`src/tick_pkg.sv`:
```
// package: register map, field layout, reset values and carriers of the tick unit
package tick_pkg;

   // ==========================================================
   // register map (byte addresses on the avalon word bus)
   localparam logic [3:0] COUNT_OFFSET  = 4'h0; // tick_counter_value
   localparam logic [3:0] CTRL_OFFSET   = 4'h4; // tick_control_status

   // ==========================================================
   // control/status field positions
   localparam int PRESCALE_LSB = 0;  // prescale_select [2:0]
   localparam int RUN_BIT      = 3;  // count_run_enable
   localparam int IRQ_EN_BIT   = 4;  // wrap_irq_enable
   localparam int WRAP_BIT     = 5;  // wrap_flag

   // ==========================================================
   // reset values
   localparam logic [7:0] COUNT_RESET = 8'h00;
   localparam logic [7:0] CTRL_RESET  = 8'h00;
   localparam logic [7:0] COUNT_MAX   = 8'hFF; // value before the wrap

   // ==========================================================
   // cpu power state as seen by the unit
   typedef enum logic [1:0] {
      PWR_RUN  = 2'b00,
      PWR_WAIT = 2'b01,
      PWR_HALT = 2'b11
   } pwr_state_e;

   // software-written control fields
   typedef struct packed {
      logic       irq_en;   // wrap_irq_enable
      logic       run;      // count_run_enable
      logic [2:0] psel;     // prescale_select
   } ctrl_s;

   // avalon request carrier
   typedef struct packed {
      logic [3:0]  address;
      logic        read;
      logic        write;
      logic [31:0] writedata;
      logic [3:0]  byteenable;
   } av_req_s;

endpackage : tick_pkg

```
`src/tick_prescaler.sv`:
```
// prescaler: free divider with selectable power-of-two tick output
`timescale 1ns/1ps
module tick_prescaler #(
   parameter int DIV_BITS = 8            // 2^DIV_BITS is the largest division
) (
   input  wire logic       clk,          // cpu clock
   input  wire logic       arst_n,       // async reset, active low
   input  wire logic       run,          // high lets the divider advance
   input  wire logic [2:0] psel,         // 0..7 selects divide 2..256
   output logic            tick          // one-cycle pulse per period
);

   initial begin
      if (DIV_BITS != 8) $error("tick_prescaler: DIV_BITS must be 8");
   end

   typedef struct packed {
      logic [DIV_BITS-1:0] div;          // divider chain
   } pre_s;

   pre_s st_ff;                          // registered state
   pre_s nxt_st;                         // next state
   logic [DIV_BITS-1:0] low_mask;        // bits that must all be one

   // ==========================================================
   // tick when the selected low bits are all set and running
   always_comb begin
      nxt_st   = st_ff;
      low_mask = DIV_BITS'((16'h0002 << psel) - 16'h0001);
      // a stopped unit keeps the divider cleared
      if (!run) begin
         nxt_st.div = '0;                                  // RULE_06
      end else begin
         nxt_st.div = st_ff.div + DIV_BITS'(1);            // RULE_06
      end
      tick = run && ((st_ff.div & low_mask) == low_mask);  // RULE_02
   end

   // ==========================================================
   // state register
   always_ff @(posedge clk or negedge arst_n) begin
      if (!arst_n) begin
         st_ff <= '0;
      end else begin
         st_ff <= nxt_st;
      end
   end

endmodule : tick_prescaler

```
`src/tick_sync.sv`:
```
// three-flop synchroniser with agreement filter for an outside level
`timescale 1ns/1ps
module tick_sync #(
   parameter int WIDTH = 2               // bits carried
) (
   input  wire logic             clk,    // cpu clock
   input  wire logic             arst_n, // async reset, active low
   input  wire logic [WIDTH-1:0] d,      // asynchronous level
   output logic      [WIDTH-1:0] q       // filtered level
);

   initial begin
      if (WIDTH < 1) $error("tick_sync: WIDTH must be positive");
   end

   typedef struct packed {
      logic [WIDTH-1:0] s1;              // first stage, read only by s2
      logic [WIDTH-1:0] s2;              // second stage
      logic [WIDTH-1:0] s3;              // third stage
      logic [WIDTH-1:0] out;             // accepted level
   } sync_s;

   sync_s st_ff;                         // registered state
   sync_s nxt_st;                        // next state

   // ==========================================================
   // a change counts once stages two and three agree
   always_comb begin
      nxt_st    = st_ff;
      nxt_st.s1 = d;
      nxt_st.s2 = st_ff.s1;
      nxt_st.s3 = st_ff.s2;
      for (int i = 0; i < WIDTH; i++) begin
         if (st_ff.s2[i] == st_ff.s3[i]) begin
            nxt_st.out[i] = st_ff.s3[i];
         end
      end
      q = st_ff.out;
   end

   // ==========================================================
   // state register
   always_ff @(posedge clk or negedge arst_n) begin
      if (!arst_n) begin
         st_ff <= '0;
      end else begin
         st_ff <= nxt_st;
      end
   end

endmodule : tick_sync

```
`src/periodic_tick_unit.sv`:
```
// periodic tick unit: 8-bit prescaled up-counter with wrap flag and request
// Function
// [RULE_01] run enable starts counting from current value
// [RULE_02] increment per prescaler tick, divide 2..256
// [RULE_03] wrap from FF to 00 sets flag
// [RULE_04] request when flag and irq enable set
// [RULE_05] request ignores the cpu global mask
// [RULE_06] run low freezes counter, resets prescaler
// [RULE_07] reading control/status clears wrap flag
// [RULE_08] writes never change the wrap flag
// [RULE_09] counter writable any time, counting continues
// [RULE_10] counter eight bits, readable any time
// [RULE_11] control/status bits 7:6 read zero
// [RULE_12] both registers reset to zero
// [RULE_13] count in wait state, stop in halt
`timescale 1ns/1ps
module periodic_tick_unit (
   input  wire logic        clk,           // cpu clock, 100 MHz
   input  wire logic        arst_n,        // async reset, active low
   input  wire logic [3:0]  address,       // avalon byte address
   input  wire logic        read,          // avalon read strobe
   input  wire logic        write,         // avalon write strobe
   input  wire logic [31:0] writedata,     // avalon write data
   input  wire logic [3:0]  byteenable,    // avalon byte enables
   output logic      [31:0] readdata,      // avalon read data
   output logic             waitrequest,   // avalon stall
   output logic      [1:0]  response,      // 00 okay, 10 slave error
   input  wire logic [1:0]  cpu_pwr_state, // power state, async to us
   output logic             wrap_irq       // overflow request, level
);

   // ==========================================================
   // state
   typedef struct packed {
      logic [7:0]          count;      // count_bits
      tick_pkg::ctrl_s     ctrl;       // software controls
      logic                wrap;       // wrap_flag
      logic                ack;        // answer phase of an access
      logic [31:0]         rdata;      // registered read data
      logic [1:0]          resp;       // registered response
   } unit_s;

   unit_s                 st_ff;       // registered state
   unit_s                 nxt_st;      // next state
   tick_pkg::av_req_s     req;         // bundled bus request
   logic [1:0]            pwr_sync;    // synchronised power state
   logic                  halted;      // cpu in halt
   logic                  pre_tick;    // prescaler output pulse
   logic                  count_en;    // counting allowed this cycle
   logic                  take;        // request accepted this edge
   logic                  hit_count;   // counter register addressed
   logic                  hit_ctrl;    // control register addressed
   logic                  wrap_now;    // increment crosses FF to 00

   assign req = '{address:    address,
                  read:       read,
                  write:      write,
                  writedata:  writedata,
                  byteenable: byteenable};

   // ==========================================================
   // power state comes from another domain, filter it
   tick_sync #(
      .WIDTH (2)
   ) u_pwr_sync (
      .clk    (clk),
      .arst_n (arst_n),
      .d      (cpu_pwr_state),
      .q      (pwr_sync)
   );

   // halt stops the unit; wait leaves it running so it can wake the cpu
   assign halted   = (pwr_sync == tick_pkg::PWR_HALT);          // RULE_13
   assign count_en = st_ff.ctrl.run && !halted;                 // RULE_13

   // ==========================================================
   // prescaler: held in reset whenever counting is not allowed
   tick_prescaler #(
      .DIV_BITS (8)
   ) u_prescaler (
      .clk    (clk),
      .arst_n (arst_n),
      .run    (count_en),                                       // RULE_06
      .psel   (st_ff.ctrl.psel),                                // RULE_02
      .tick   (pre_tick)
   );

   // ==========================================================
   // bus decode: one wait cycle, then the answer edge
   always_comb begin
      take      = (req.read || req.write) && st_ff.ack;
      hit_count = 1'b0;
      hit_ctrl  = 1'b0;
      if (req.address == tick_pkg::COUNT_OFFSET) begin
         hit_count = 1'b1;
      end else if (req.address == tick_pkg::CTRL_OFFSET) begin
         hit_ctrl = 1'b1;
      end
   end

   // ==========================================================
   // next-state logic
   always_comb begin
      nxt_st   = st_ff;
      wrap_now = 1'b0;

      // ack rises one cycle after the request, falls after the edge taken
      if ((req.read || req.write) && !st_ff.ack) begin
         nxt_st.ack = 1'b1;
      end else begin
         nxt_st.ack = 1'b0;
      end

      // counting resumes from whatever value is held, no reload
      if (count_en && pre_tick) begin                           // RULE_01
         nxt_st.count = st_ff.count + 8'h01;                    // RULE_02
         wrap_now     = (st_ff.count == tick_pkg::COUNT_MAX);   // RULE_03
      end

      // read data is prepared during the wait cycle
      nxt_st.rdata = 32'h0000_0000;
      nxt_st.resp  = 2'b00;
      if (hit_count) begin
         nxt_st.rdata[7:0] = st_ff.count;                       // RULE_10
      end else if (hit_ctrl) begin
         nxt_st.rdata[tick_pkg::WRAP_BIT]   = st_ff.wrap;
         nxt_st.rdata[tick_pkg::IRQ_EN_BIT] = st_ff.ctrl.irq_en;
         nxt_st.rdata[tick_pkg::RUN_BIT]    = st_ff.ctrl.run;
         nxt_st.rdata[tick_pkg::PRESCALE_LSB +: 3] = st_ff.ctrl.psel;
         // bits 7:6 and above stay zero
         nxt_st.rdata[7:6] = 2'b00;                             // RULE_11
      end else begin
         nxt_st.resp = 2'b10;        // unmapped address answers slave error
      end

      // a write to the counter wins over the tick in the same cycle
      if (take && req.write && hit_count && req.byteenable[0]) begin
         nxt_st.count = req.writedata[7:0];                     // RULE_09
      end

      // control write: the flag bit of the data is ignored
      if (take && req.write && hit_ctrl && req.byteenable[0]) begin
         nxt_st.ctrl.irq_en = req.writedata[tick_pkg::IRQ_EN_BIT];
         nxt_st.ctrl.run    = req.writedata[tick_pkg::RUN_BIT];
         nxt_st.ctrl.psel   = req.writedata[tick_pkg::PRESCALE_LSB +: 3];
      end                                                       // RULE_08

      // read clears the flag only if the snapshot showed it set, so a wrap
      // that lands in the wait cycle is not lost; a wrap now still wins
      if (take && req.read && hit_ctrl &&
          st_ff.rdata[tick_pkg::WRAP_BIT]) begin
         nxt_st.wrap = 1'b0;                                    // RULE_07
      end
      if (wrap_now) begin
         nxt_st.wrap = 1'b1;                                    // RULE_03
      end
   end

   // ==========================================================
   // bus outputs: stall until the answer cycle
   assign waitrequest = !st_ff.ack;
   assign readdata    = st_ff.rdata;
   assign response    = st_ff.resp;

   // request is not gated by the cpu global mask; the cpu applies it
   assign wrap_irq = st_ff.wrap && st_ff.ctrl.irq_en;           // RULE_04 RULE_05

   // ==========================================================
   // state register; everything clears to zero
   always_ff @(posedge clk or negedge arst_n) begin
      if (!arst_n) begin
         st_ff.count <= tick_pkg::COUNT_RESET;                  // RULE_12
         st_ff.ctrl  <= tick_pkg::CTRL_RESET[4:0];              // RULE_12
         st_ff.wrap  <= 1'b0;                                   // RULE_12
         st_ff.ack   <= 1'b0;
         st_ff.rdata <= 32'h0000_0000;
         st_ff.resp  <= 2'b00;
      end else begin
         st_ff <= nxt_st;
      end
   end

endmodule : periodic_tick_unit

```
`config.mk`:
```
export PLATFORM = sky130hd
export DESIGN_NAME = periodic_tick_unit
export DESIGN_NICKNAME = d
export VERILOG_FILES = /design/src/tick_pkg.sv /design/src/tick_prescaler.sv /design/src/tick_sync.sv /design/src/periodic_tick_unit.sv
export SDC_FILE = /design/constraint.sdc
export NUM_CORES = 1
export LEC_CHECK = 0
export BUFFER_PORTS_ARGS = -buffer_cell sky130_fd_sc_hd__buf_2
export CORE_MARGIN = 4
export CORE_UTILIZATION = 45
export CTS_BUF_LIST = sky130_fd_sc_hd__clkbuf_8
export DETAILED_ROUTE_END_ITERATION = 7
export GPL_TIMING_DRIVEN = 0
export PLACE_DENSITY = 0.8
export REMOVE_ABC_BUFFERS = 1
export SLEW_MARGIN = 20
export SYNTH_ARGS = -nofsm -noshare
export SYNTH_HDL_FRONTEND = slang
export SYNTH_SLANG_ARGS = --single-unit
```
`constraint.sdc`:
```
create_clock -name clk -period 3.65 [get_ports clk]
set_input_delay 0.1825 -clock clk [delete_from_list [all_inputs] [get_ports clk]]
set_output_delay 0.1825 -clock clk [all_outputs]
set_load 0.05 [all_outputs]
```
[Word-level counts from Yosys, hierarchy flattened]
Index checks and enable logic that the tools add are counted.
Word-level totals
  register bits after elaboration: 41
  logic and storage cells: 59
  output and inout bits: 36
  input port bits: 46
Operators by class
  shifts and indexed selects: 1
  $add $sub $neg: 3
  equal/unequal tests: 6
  reductions and logical operators: 20
  bitwise logic cells: 1
  muxes and demuxes: 14
Operators by type and width (count)
  two-way mux 8 bit: 4
  adder 8 x 1 -> 8 bit (second input constant): 2
  logical AND 1 bit: 14
  bitwise AND 8 bit: 1
  equality test 8 bit: 1
  equality test 8 bit (second input constant): 1
  left shift 2 x 3 -> 8 bit (first input constant): 1
  subtractor 8 x 1 -> 8 bit (second input constant): 1
  two-way mux 1 bit: 7
  two-way mux 6 bit: 1
  equality test 4 x 3 -> 1 bit (second input constant): 1
  zero test 4 bit: 1
  two-way mux 2 bit: 2
  nonzero test 2 bit: 2
  equality test 1 bit: 2
  equality test 2 bit (second input constant): 1
  zero test 1 bit: 2
  logical OR 1 bit: 1

[Logic depth before layout (Yosys ltp)]
Gate-level depths: netlist of run 1.
  depth after elaboration: 8
  gate-level depth with buffers: 6
  depth with buffers taken out: 5

[Cells and area by module]
A second synthesis of run 1 with hierarchy kept.
Second synthesis, totals
  cells, all modules: 196
  area, all modules: 2098.3 µm²
By module, submodules not included
  periodic_tick_unit: area an instance 1373.8 µm², cells an instance 134, instances 1, seq. area each 600.6 µm²
  tick_prescaler: area an instance 486.7 µm², cells an instance 50, instances 1, seq. area each 200.2 µm²
  tick_sync: area an instance 237.7 µm², cells an instance 12, instances 1, seq. area each 200.2 µm²

[Least setup slack after synthesis of run 1]
No wires, ideal clock.
  kind: register to register
  start: reg st_ff[37] (netlist bit)
  end: reg st_ff[46] (netlist bit)
  setup time: 82 ps
  stages on the path, launching flop included: 7
  required time: 3568 ps
  arrival: 2136 ps
  path buffers: 1
  period minus slack after synthesis: 2218 ps
  setup slack: 1432 ps
  cell sequence: dfrtp_1 or3b_1 a32o_1 or3_1 clkbuf_2 or4_1 a31oi_1
On the way
  cells in the longest elaborated chain, start to end: 7
Ends and longest elaborated chain
  start, declared: RTL line periodic_tick_unit.sv:43  | unit_s st_ff;
  start signal, assigned: RTL line periodic_tick_unit.sv:179  | st_ff <= nxt_st;
  left shift 2 x 3 -> 8 bit (*): RTL line tick_prescaler.sv:29  | low_mask = DIV_BITS'((16'h0002 << psel) - 16'h0001);
  subtractor 8 x 1 -> 8 bit (*): RTL line tick_prescaler.sv:29
  bitwise AND 8 bit: RTL line tick_prescaler.sv:36  | tick = run && ((st_ff.div & low_mask) == low_mask);
  equality test 8 bit (*): RTL line tick_prescaler.sv:36
  logical AND 1 bit (*): RTL line tick_prescaler.sv:36
  logical AND 1 bit (*): RTL line periodic_tick_unit.sv:115  | if (count_en && pre_tick) begin
  nonzero test 2 bit (no source line) (*)
Mark *: on every way between the ends. The rest lies on a longest branch, timed or not.
A chain may end at the register's enable or synchronous reset.

[Worst setup path in the final report of run 1]
  start: reg st_ff[37] (netlist bit)
  end: reg st_ff[48] (netlist bit)
Same word-level chain as after synthesis.

==> qor.txt, run 1 <==
DR WL/cell: 12.6 um
total CTS buffers: 5
largest net degree at the start of global routing: 41
RSZ-0062 raised after global routing: false
die area: 5590 um2
Final Worst Setup Slack: 1.28 ns
CTS tree: built
mapped cell area: 2010 um2
Final GP Congestion: 0.785
Via density: 4.95
critical path class: reg2reg
sequential fraction of the synthesis area: 49.9%
num ports: 82
die span in x: 74.8 um
flops & latches, synth: 40
final core occ: 50.0%
Fmax: 422 MHz
Worst Max-Slew Pin Slew: 0.854 ns
Sink Count: 40
pre-CTS setup slack: 1.33 ns
final WL: 3.42 mm
fill count: 397
setup_tns: 0 ns
gr usage total: 13.5%
Post-CTS Setup Repair Bufs: 0
Setup crit start kind: flip-flop
maxcap violations: 0
Worst-Skew Late Latency: 0.29 ns
status: finished, final reports clean
Syn-to-layout area delta: 7.79%
Leakage: 1.02 nW
Hold Fails Final Rpt: 0
Worst Path Max Fanout: 7
Max Slew Vio Count: 0
Initial Util: 46.4%
H-tree depth: 2
Final nets: 267
Worst Path Required: 3.86 ns
Peak supply drop: 0.000220 V
CTS resizes: 0
total grt overflow: 0
period utilization: 65.0%
Clock Path Buffers: 2
Pwr Density: 509 nW/um2
die height: 74.8 um
Core Region: 4320 um2
# DRC: 0
vias in the first global route: 1284
CTS root buf: clkbuf_8
Core Rows: 24
clk slew on worst S/H paths: 0.07 ns
Cells after Synth: 195
Worst setup startpoint: st_ff[37]$_DFFE_PN0P_
Slew headroom: 42.6%
Hold/Removal Path Class: in2async
drt pass-1 iters: 4
initial antenna violation count: 0
Arr. time, crit path: 2.58 ns
Tot Pwr: 1.10 mW
Ant. Diodes: 0
IO Port Bufs: 29
total number of vias: 1347
reg2reg start: st_ff[37]$_DFFE_PN0P_
Worst setup EP type: flip-flop
skew final: 0.00148 ns
first-pass GRT wire length: 5.66 mm
post-detail-place hpwl: 2.43 mm
WHS: 0.00496 ns
Routed Antenna Nets: 0
Syn. warnings: 0
syn avg cell area: 10.3 um2
final setup fails: 0
layout cell share with drive strength beyond 1: 19.1%
Synth cell types: 35
hold_buf cts: 2
1st-iter DRT viols: 58
Final min period: 2.37 ns
per-layer routing:
| metal | vias up | track usage [%] | routed length, um |
|---|---|---|---|
| li1 | 652 | - | - |
| met3 | 6 | 3.74 | 287 |
| met1 | 638 | 17.4 | 1520 |
| met2 | 51 | 20.8 | 1540 |
| met5 | - | 0 | 0 |
| met4 | 0 | 6.72 | 70 |
sequential cells by signal, indices dropped and copies added, names as in the netlist:
| register | cells |
|---|---|
| u_pwr_sync.nxt_st | 4 |
| response | 1 |
| u_prescaler.st_ff | 8 |
| u_pwr_sync.st_ff | 2 |
| readdata | 8 |
| st_ff | 15 |
| u_pwr_sync.q | 2 |
path summary, 6_finish.rpt:
check                      cells past startpoint                             end  slack, ns
setup / recovery                               5           st_ff[48]$_DFFE_PN0P_       1.28
hold / removal                                 1           readdata[6]$_DFF_PN0_      0.005
setup reg to reg                               5           st_ff[48]$_DFFE_PN0P_       1.28
hold reg to reg                                0  u_pwr_sync.nxt_st[3]$_DFF_PN0_       0.35
max in group asynchronous                      1  u_prescaler.st_ff[2]$_DFF_PN0_       3.11
min in group clk                               3           st_ff[47]$_DFFE_PN0P_       0.10
logic make-up after synthesis:
group	count (synthesis)	synth area share [%]
flip-flops	40	49.9
AO/OA/AOI/OAI	15	5.05
multiplexers	12	6.30
XOR/XNOR	10	4.36
adder cells (fa/ha/maj)	4	2.24
buffers and inverters	42	14.3
other	1	0.187
AND/OR/NAND/NOR	71	17.7
critical path, stage by stage, from the launching register on:
cell and delay (ns):
dfrtp_1 0.44, or3b_1 0.39, a32o_1 0.32, or3_1 0.43
or4_1 0.53, a31oi_1 0.18
synth_stat cells:
master / n / area (um2)
a21boi_0: 2 / 15.0
a21oi_1: 1 / 5.00
a2bb2oi_1: 1 / 8.76
a31oi_1: 2 / 12.5
a32o_1: 1 / 10.0
and2_0: 1 / 6.26
and2_1: 2 / 12.5
and3_1: 1 / 6.26
and3_2: 1 / 7.51
buf_4: 34 / 255
clkbuf_1: 3 / 11.3
clkbuf_2: 1 / 5.00
conb_1: 1 / 3.75
dfrtp_1: 40 / 1000
ha_1: 2 / 25.0
inv_1: 4 / 15.0
maj3_1: 2 / 20.0
mux2_2: 5 / 56.3
mux2i_1: 7 / 70.1
nand2_1: 12 / 45.0
nand3_1: 15 / 75.1
nand3b_1: 2 / 15.0
nand4_1: 2 / 12.5
nor2_1: 20 / 75.1
nor3_1: 3 / 15.0
nor3b_1: 2 / 15.0
nor4_1: 3 / 18.8
o21ai_0: 4 / 20.0
o21bai_1: 1 / 7.51
o31ai_1: 3 / 22.5
or3_1: 3 / 18.8
or3b_1: 2 / 17.5
or4_1: 2 / 15.0
xnor2_1: 6 / 52.6
xor2_1: 4 / 35.0
per-stage QoR:
step           cells  instance area [um2]
6_report         272                 2160
5_1_grt          272                 2160
4_1_cts          272                 2160
3_5_place_dp     262                 2040
3_3_place_gp     262                 2040
2_1_floorplan    181                 1830
cell type report:
cell class / instances / area [um2] / area share [%]
flip-flops and latches: 40 / 1000 / 46.3
inverters: 4 / 15.0 / 0.694
multi-input cells: 137 / 810 / 37.4
clock inverters: 3 / 38.8 / 1.79
well taps: 52 / 65.1 / 3.01
repair buffers: 31 / 165 / 7.63
clock buffers: 5 / 68.8 / 3.18
layout by cell type, fill, tap and decap left out, types with 6 or more instances in the layout:
cell / netlist / final
buf_2: 0 / 29
xnor2_1: 6 / 6
dfrtp_1: 40 / 40
mux2i_1: 7 / 7
nand2_1: 12 / 12
conb_1: 1 / 25
nand3_1: 15 / 15
nor2_1: 20 / 20
where the power goes:
| group | internal, mW | switching, mW | leakage [nW] | total, mW |
|---|---|---|---|---|
| registers | 0.483 | 0.0461 | 0.494 | 0.529 |
| clock network | 0.200 | 0.146 | 0.0593 | 0.346 |
| logic | 0.0688 | 0.156 | 0.467 | 0.225 |
| total | 0.752 | 0.348 | 1.02 | 1.10 |
Note: power is estimated with default switching activity, not from simulation.
==> run 2: changes to the inputs <==
PLACE_DENSITY = 0.83   (was 0.8)
clock period = 2 ns   (was 3.65 ns; I/O delays follow)
==> qor.txt, run 2 (synthesized netlist as in run 1, its figures left out) <==
fill count: 378 (-4.8%)
Hold Fails Final Rpt: 0 (unchanged)
Worst-Skew Late Latency: 0.29 ns (about the same)
Tot Pwr: 2.15 mW (+96%)
Worst Path Max Fanout: 4 (-3)
DR WL/cell: 14.0 um (+12%)
die span in x: 74.8 um (unchanged)
Peak supply drop: 0.000422 V (+92%)
Crit path largest cell delay: 0.41 ns (-0.12 ns)
design area: 2300 um2 (+6.5%)
clk slew on worst S/H paths: 0.07 ns (about the same)
critical path class: reg2reg
highest-count cells in the layout ignoring fill and taps: dfrtp_1 (38), buf_2 (29), conb_1 (25)
RSZ-0062 raised after global routing: true
Clock Path Buffers: 2 (unchanged)
Ant. Diodes: 0 (unchanged)
Fmax: 479 MHz (+14%)
Buf+Inv Stages, Crit Path: 0 (unchanged)
H-tree depth: 2 (unchanged)
status: complete, but fails checks
final setup fails: 2 (+2)
Core Rows: 24 (unchanged)
drt pass-1 iters: 4 (unchanged)
# DRC: 0 (unchanged)
Final nets: 278 (+4.1%)
Core Region: 4320 um2 (unchanged)
CTS root buf: clkbuf_8
Slew headroom: 41.5% (-1.1 points)
gr usage total: 15.5% (+2.0 points)
Most flops, register: st_ff
area post-placement: 2040 um2 (unchanged)
Initial Util: 46.4% (unchanged)
Worst Max-Slew Pin Slew: 0.870 ns (+0.0165 ns)
IO Port Bufs: 29 (unchanged)
WHS: 0.0404 ns (+0.0354 ns)
post-detail-place hpwl: 2.53 mm (+4.3%)
largest net degree at the start of global routing: 41 (unchanged)
initial antenna violation count: 0 (unchanged)
Final Worst Setup Slack: -0.0869 ns (-1.36 ns)
total grt overflow: 0 (unchanged)
Worst setup EP type: flip-flop
Sink Count: 40 (unchanged)
Via density: 5.12 (+3.4%)
reg2reg setup slack: -0.09 ns (-1.36 ns)
crit-path cells: or3b_1 > a32o_2 > or3_4 > or4_1 > a31oi_1
final core occ: 53.3% (+3.2 points)
Syn-to-layout area delta: 14.8%
failing checks: setup timing
Setup crit start kind: flip-flop
die area: 5590 um2 (unchanged)
cell family with most CP delay: simple AND/OR/NAND/NOR gates
Routed Antenna Nets: 0 (unchanged)
Final min period: 2.09 ns (-0.285 ns)
num ports: 82 (unchanged)
period utilization: 104% (+39 points)
vias in the first global route: 1369 (+6.6%)
max reg flops: 15 (unchanged)
Hold/Removal Path Class: in2reg
commonest non-fill, non-tap cell in the layout: dfrtp_1
Final GP Congestion: 0.815 (+3.8%)
Crit-path slowest cell: or4_1
final WL: 3.97 mm (+16%)
Worst Path Required: 2.21 ns (-1.65 ns)
total number of vias: 1449 (+7.6%)
1st-iter DRT viols: 143 (+150%)
Leakage: 1.09 nW (+6.5%)
first-pass GRT wire length: 6.47 mm (+14%)
layout cell share with drive strength beyond 1: 26.0% (+6.9 points)
CTS tree: built
total CTS buffers: 5 (unchanged)
skew final: 0.00691 ns (+0.00543 ns)
Max Slew Vio Count: 0 (unchanged)
die height: 74.8 um (unchanged)
maxcap violations: 0 (unchanged)
Arr. time, crit path: 2.29 ns (-0.29 ns)
Pwr Density: 935 nW/um2 (+84%)
## run 2: changes by cell type in the layout (fill, tap and decap cells not counted), moves of 2 or more
cell	delta
dfrtp_2	+2
a21boi_1	+2
dfrtp_1	-2
buf_4	+10
a21boi_0	-2
nor4_1	-3
clkbuf_8	+2
nor4_2	+2
## run 2: final cells by class
type                       count  area [um2]  share of cell area [%]
timing repair buffer          42         250                    10.9
multi-input combinational    137         843                    36.6
inverter                       4        15.0                   0.652
clock buffer                   7        96.3                    4.18
tap                           52        65.1                    2.82
sequential                    40        1000                    43.6
clock inverter                 1        30.0                    1.30
## run 2: worst paths after layout
kind                                                 from                             end  cells after the start
setup reg to reg                    st_ff[37]$_DFFE_PN0P_           st_ff[48]$_DFFE_PN0P_                      5
hold reg to reg            u_pwr_sync.nxt_st[5]$_DFF_PN0_  u_pwr_sync.nxt_st[3]$_DFF_PN0_                      0
min in group asynchronous                          arst_n           readdata[5]$_DFF_PN0_                      2
max in group asynchronous                          arst_n           st_ff[37]$_DFFE_PN0P_                      2
setup / recovery                    st_ff[37]$_DFFE_PN0P_           st_ff[48]$_DFFE_PN0P_                      5
hold / removal                               writedata[6]           st_ff[47]$_DFFE_PN0P_                      3
## run 2: report_power, final
part	total (mW)	switching, mW	internal [mW]
Sequential	0.962	0.0795	0.883
Clock	0.707	0.267	0.440
Combinational	0.485	0.327	0.158
## run 2: per-layer routing
metal / global-route usage, % / vias to the layer above / routed length [um]
li1: - / 676 / -
met1: 20.8 / 703 / 1700
met2: 23.2 / 62 / 1890
met3: 3.47 / 8 / 287
met4: 8.70 / 0 / 91
met5: 0 / - / 0
## run 2: repair_timing
| item | in CTS | in global routing |
|---|---|---|
| setup endpoints to repair | 3 | 8 |
| setup buffers | 8 | 3 |
| hold buffers | 3 | 0 |
| pin swaps | 8 | 10 |
| gates resized for setup | 5 | 6 |
| hold endpoints to repair | 42 | 0 |
## run 2: through the flow
stage               std cells  worst slack (ns)  setup TNS, ns
floorplan                 181            -0.177         -0.353
global placement          262            -0.296         -0.570
detailed placement        262            -0.351         -0.706
CTS                       281            -0.177         -0.279
global route              283            -0.134         -0.371
finish                    283           -0.0869         -0.169
## run 2: tightest hold or removal path, delay by kind of cell
| family | cells | cell delay, ns |
|---|---|---|
| and+or+nand+nor | 2 | 0.11 |
| buffers and inverters | 1 | 0.08 |
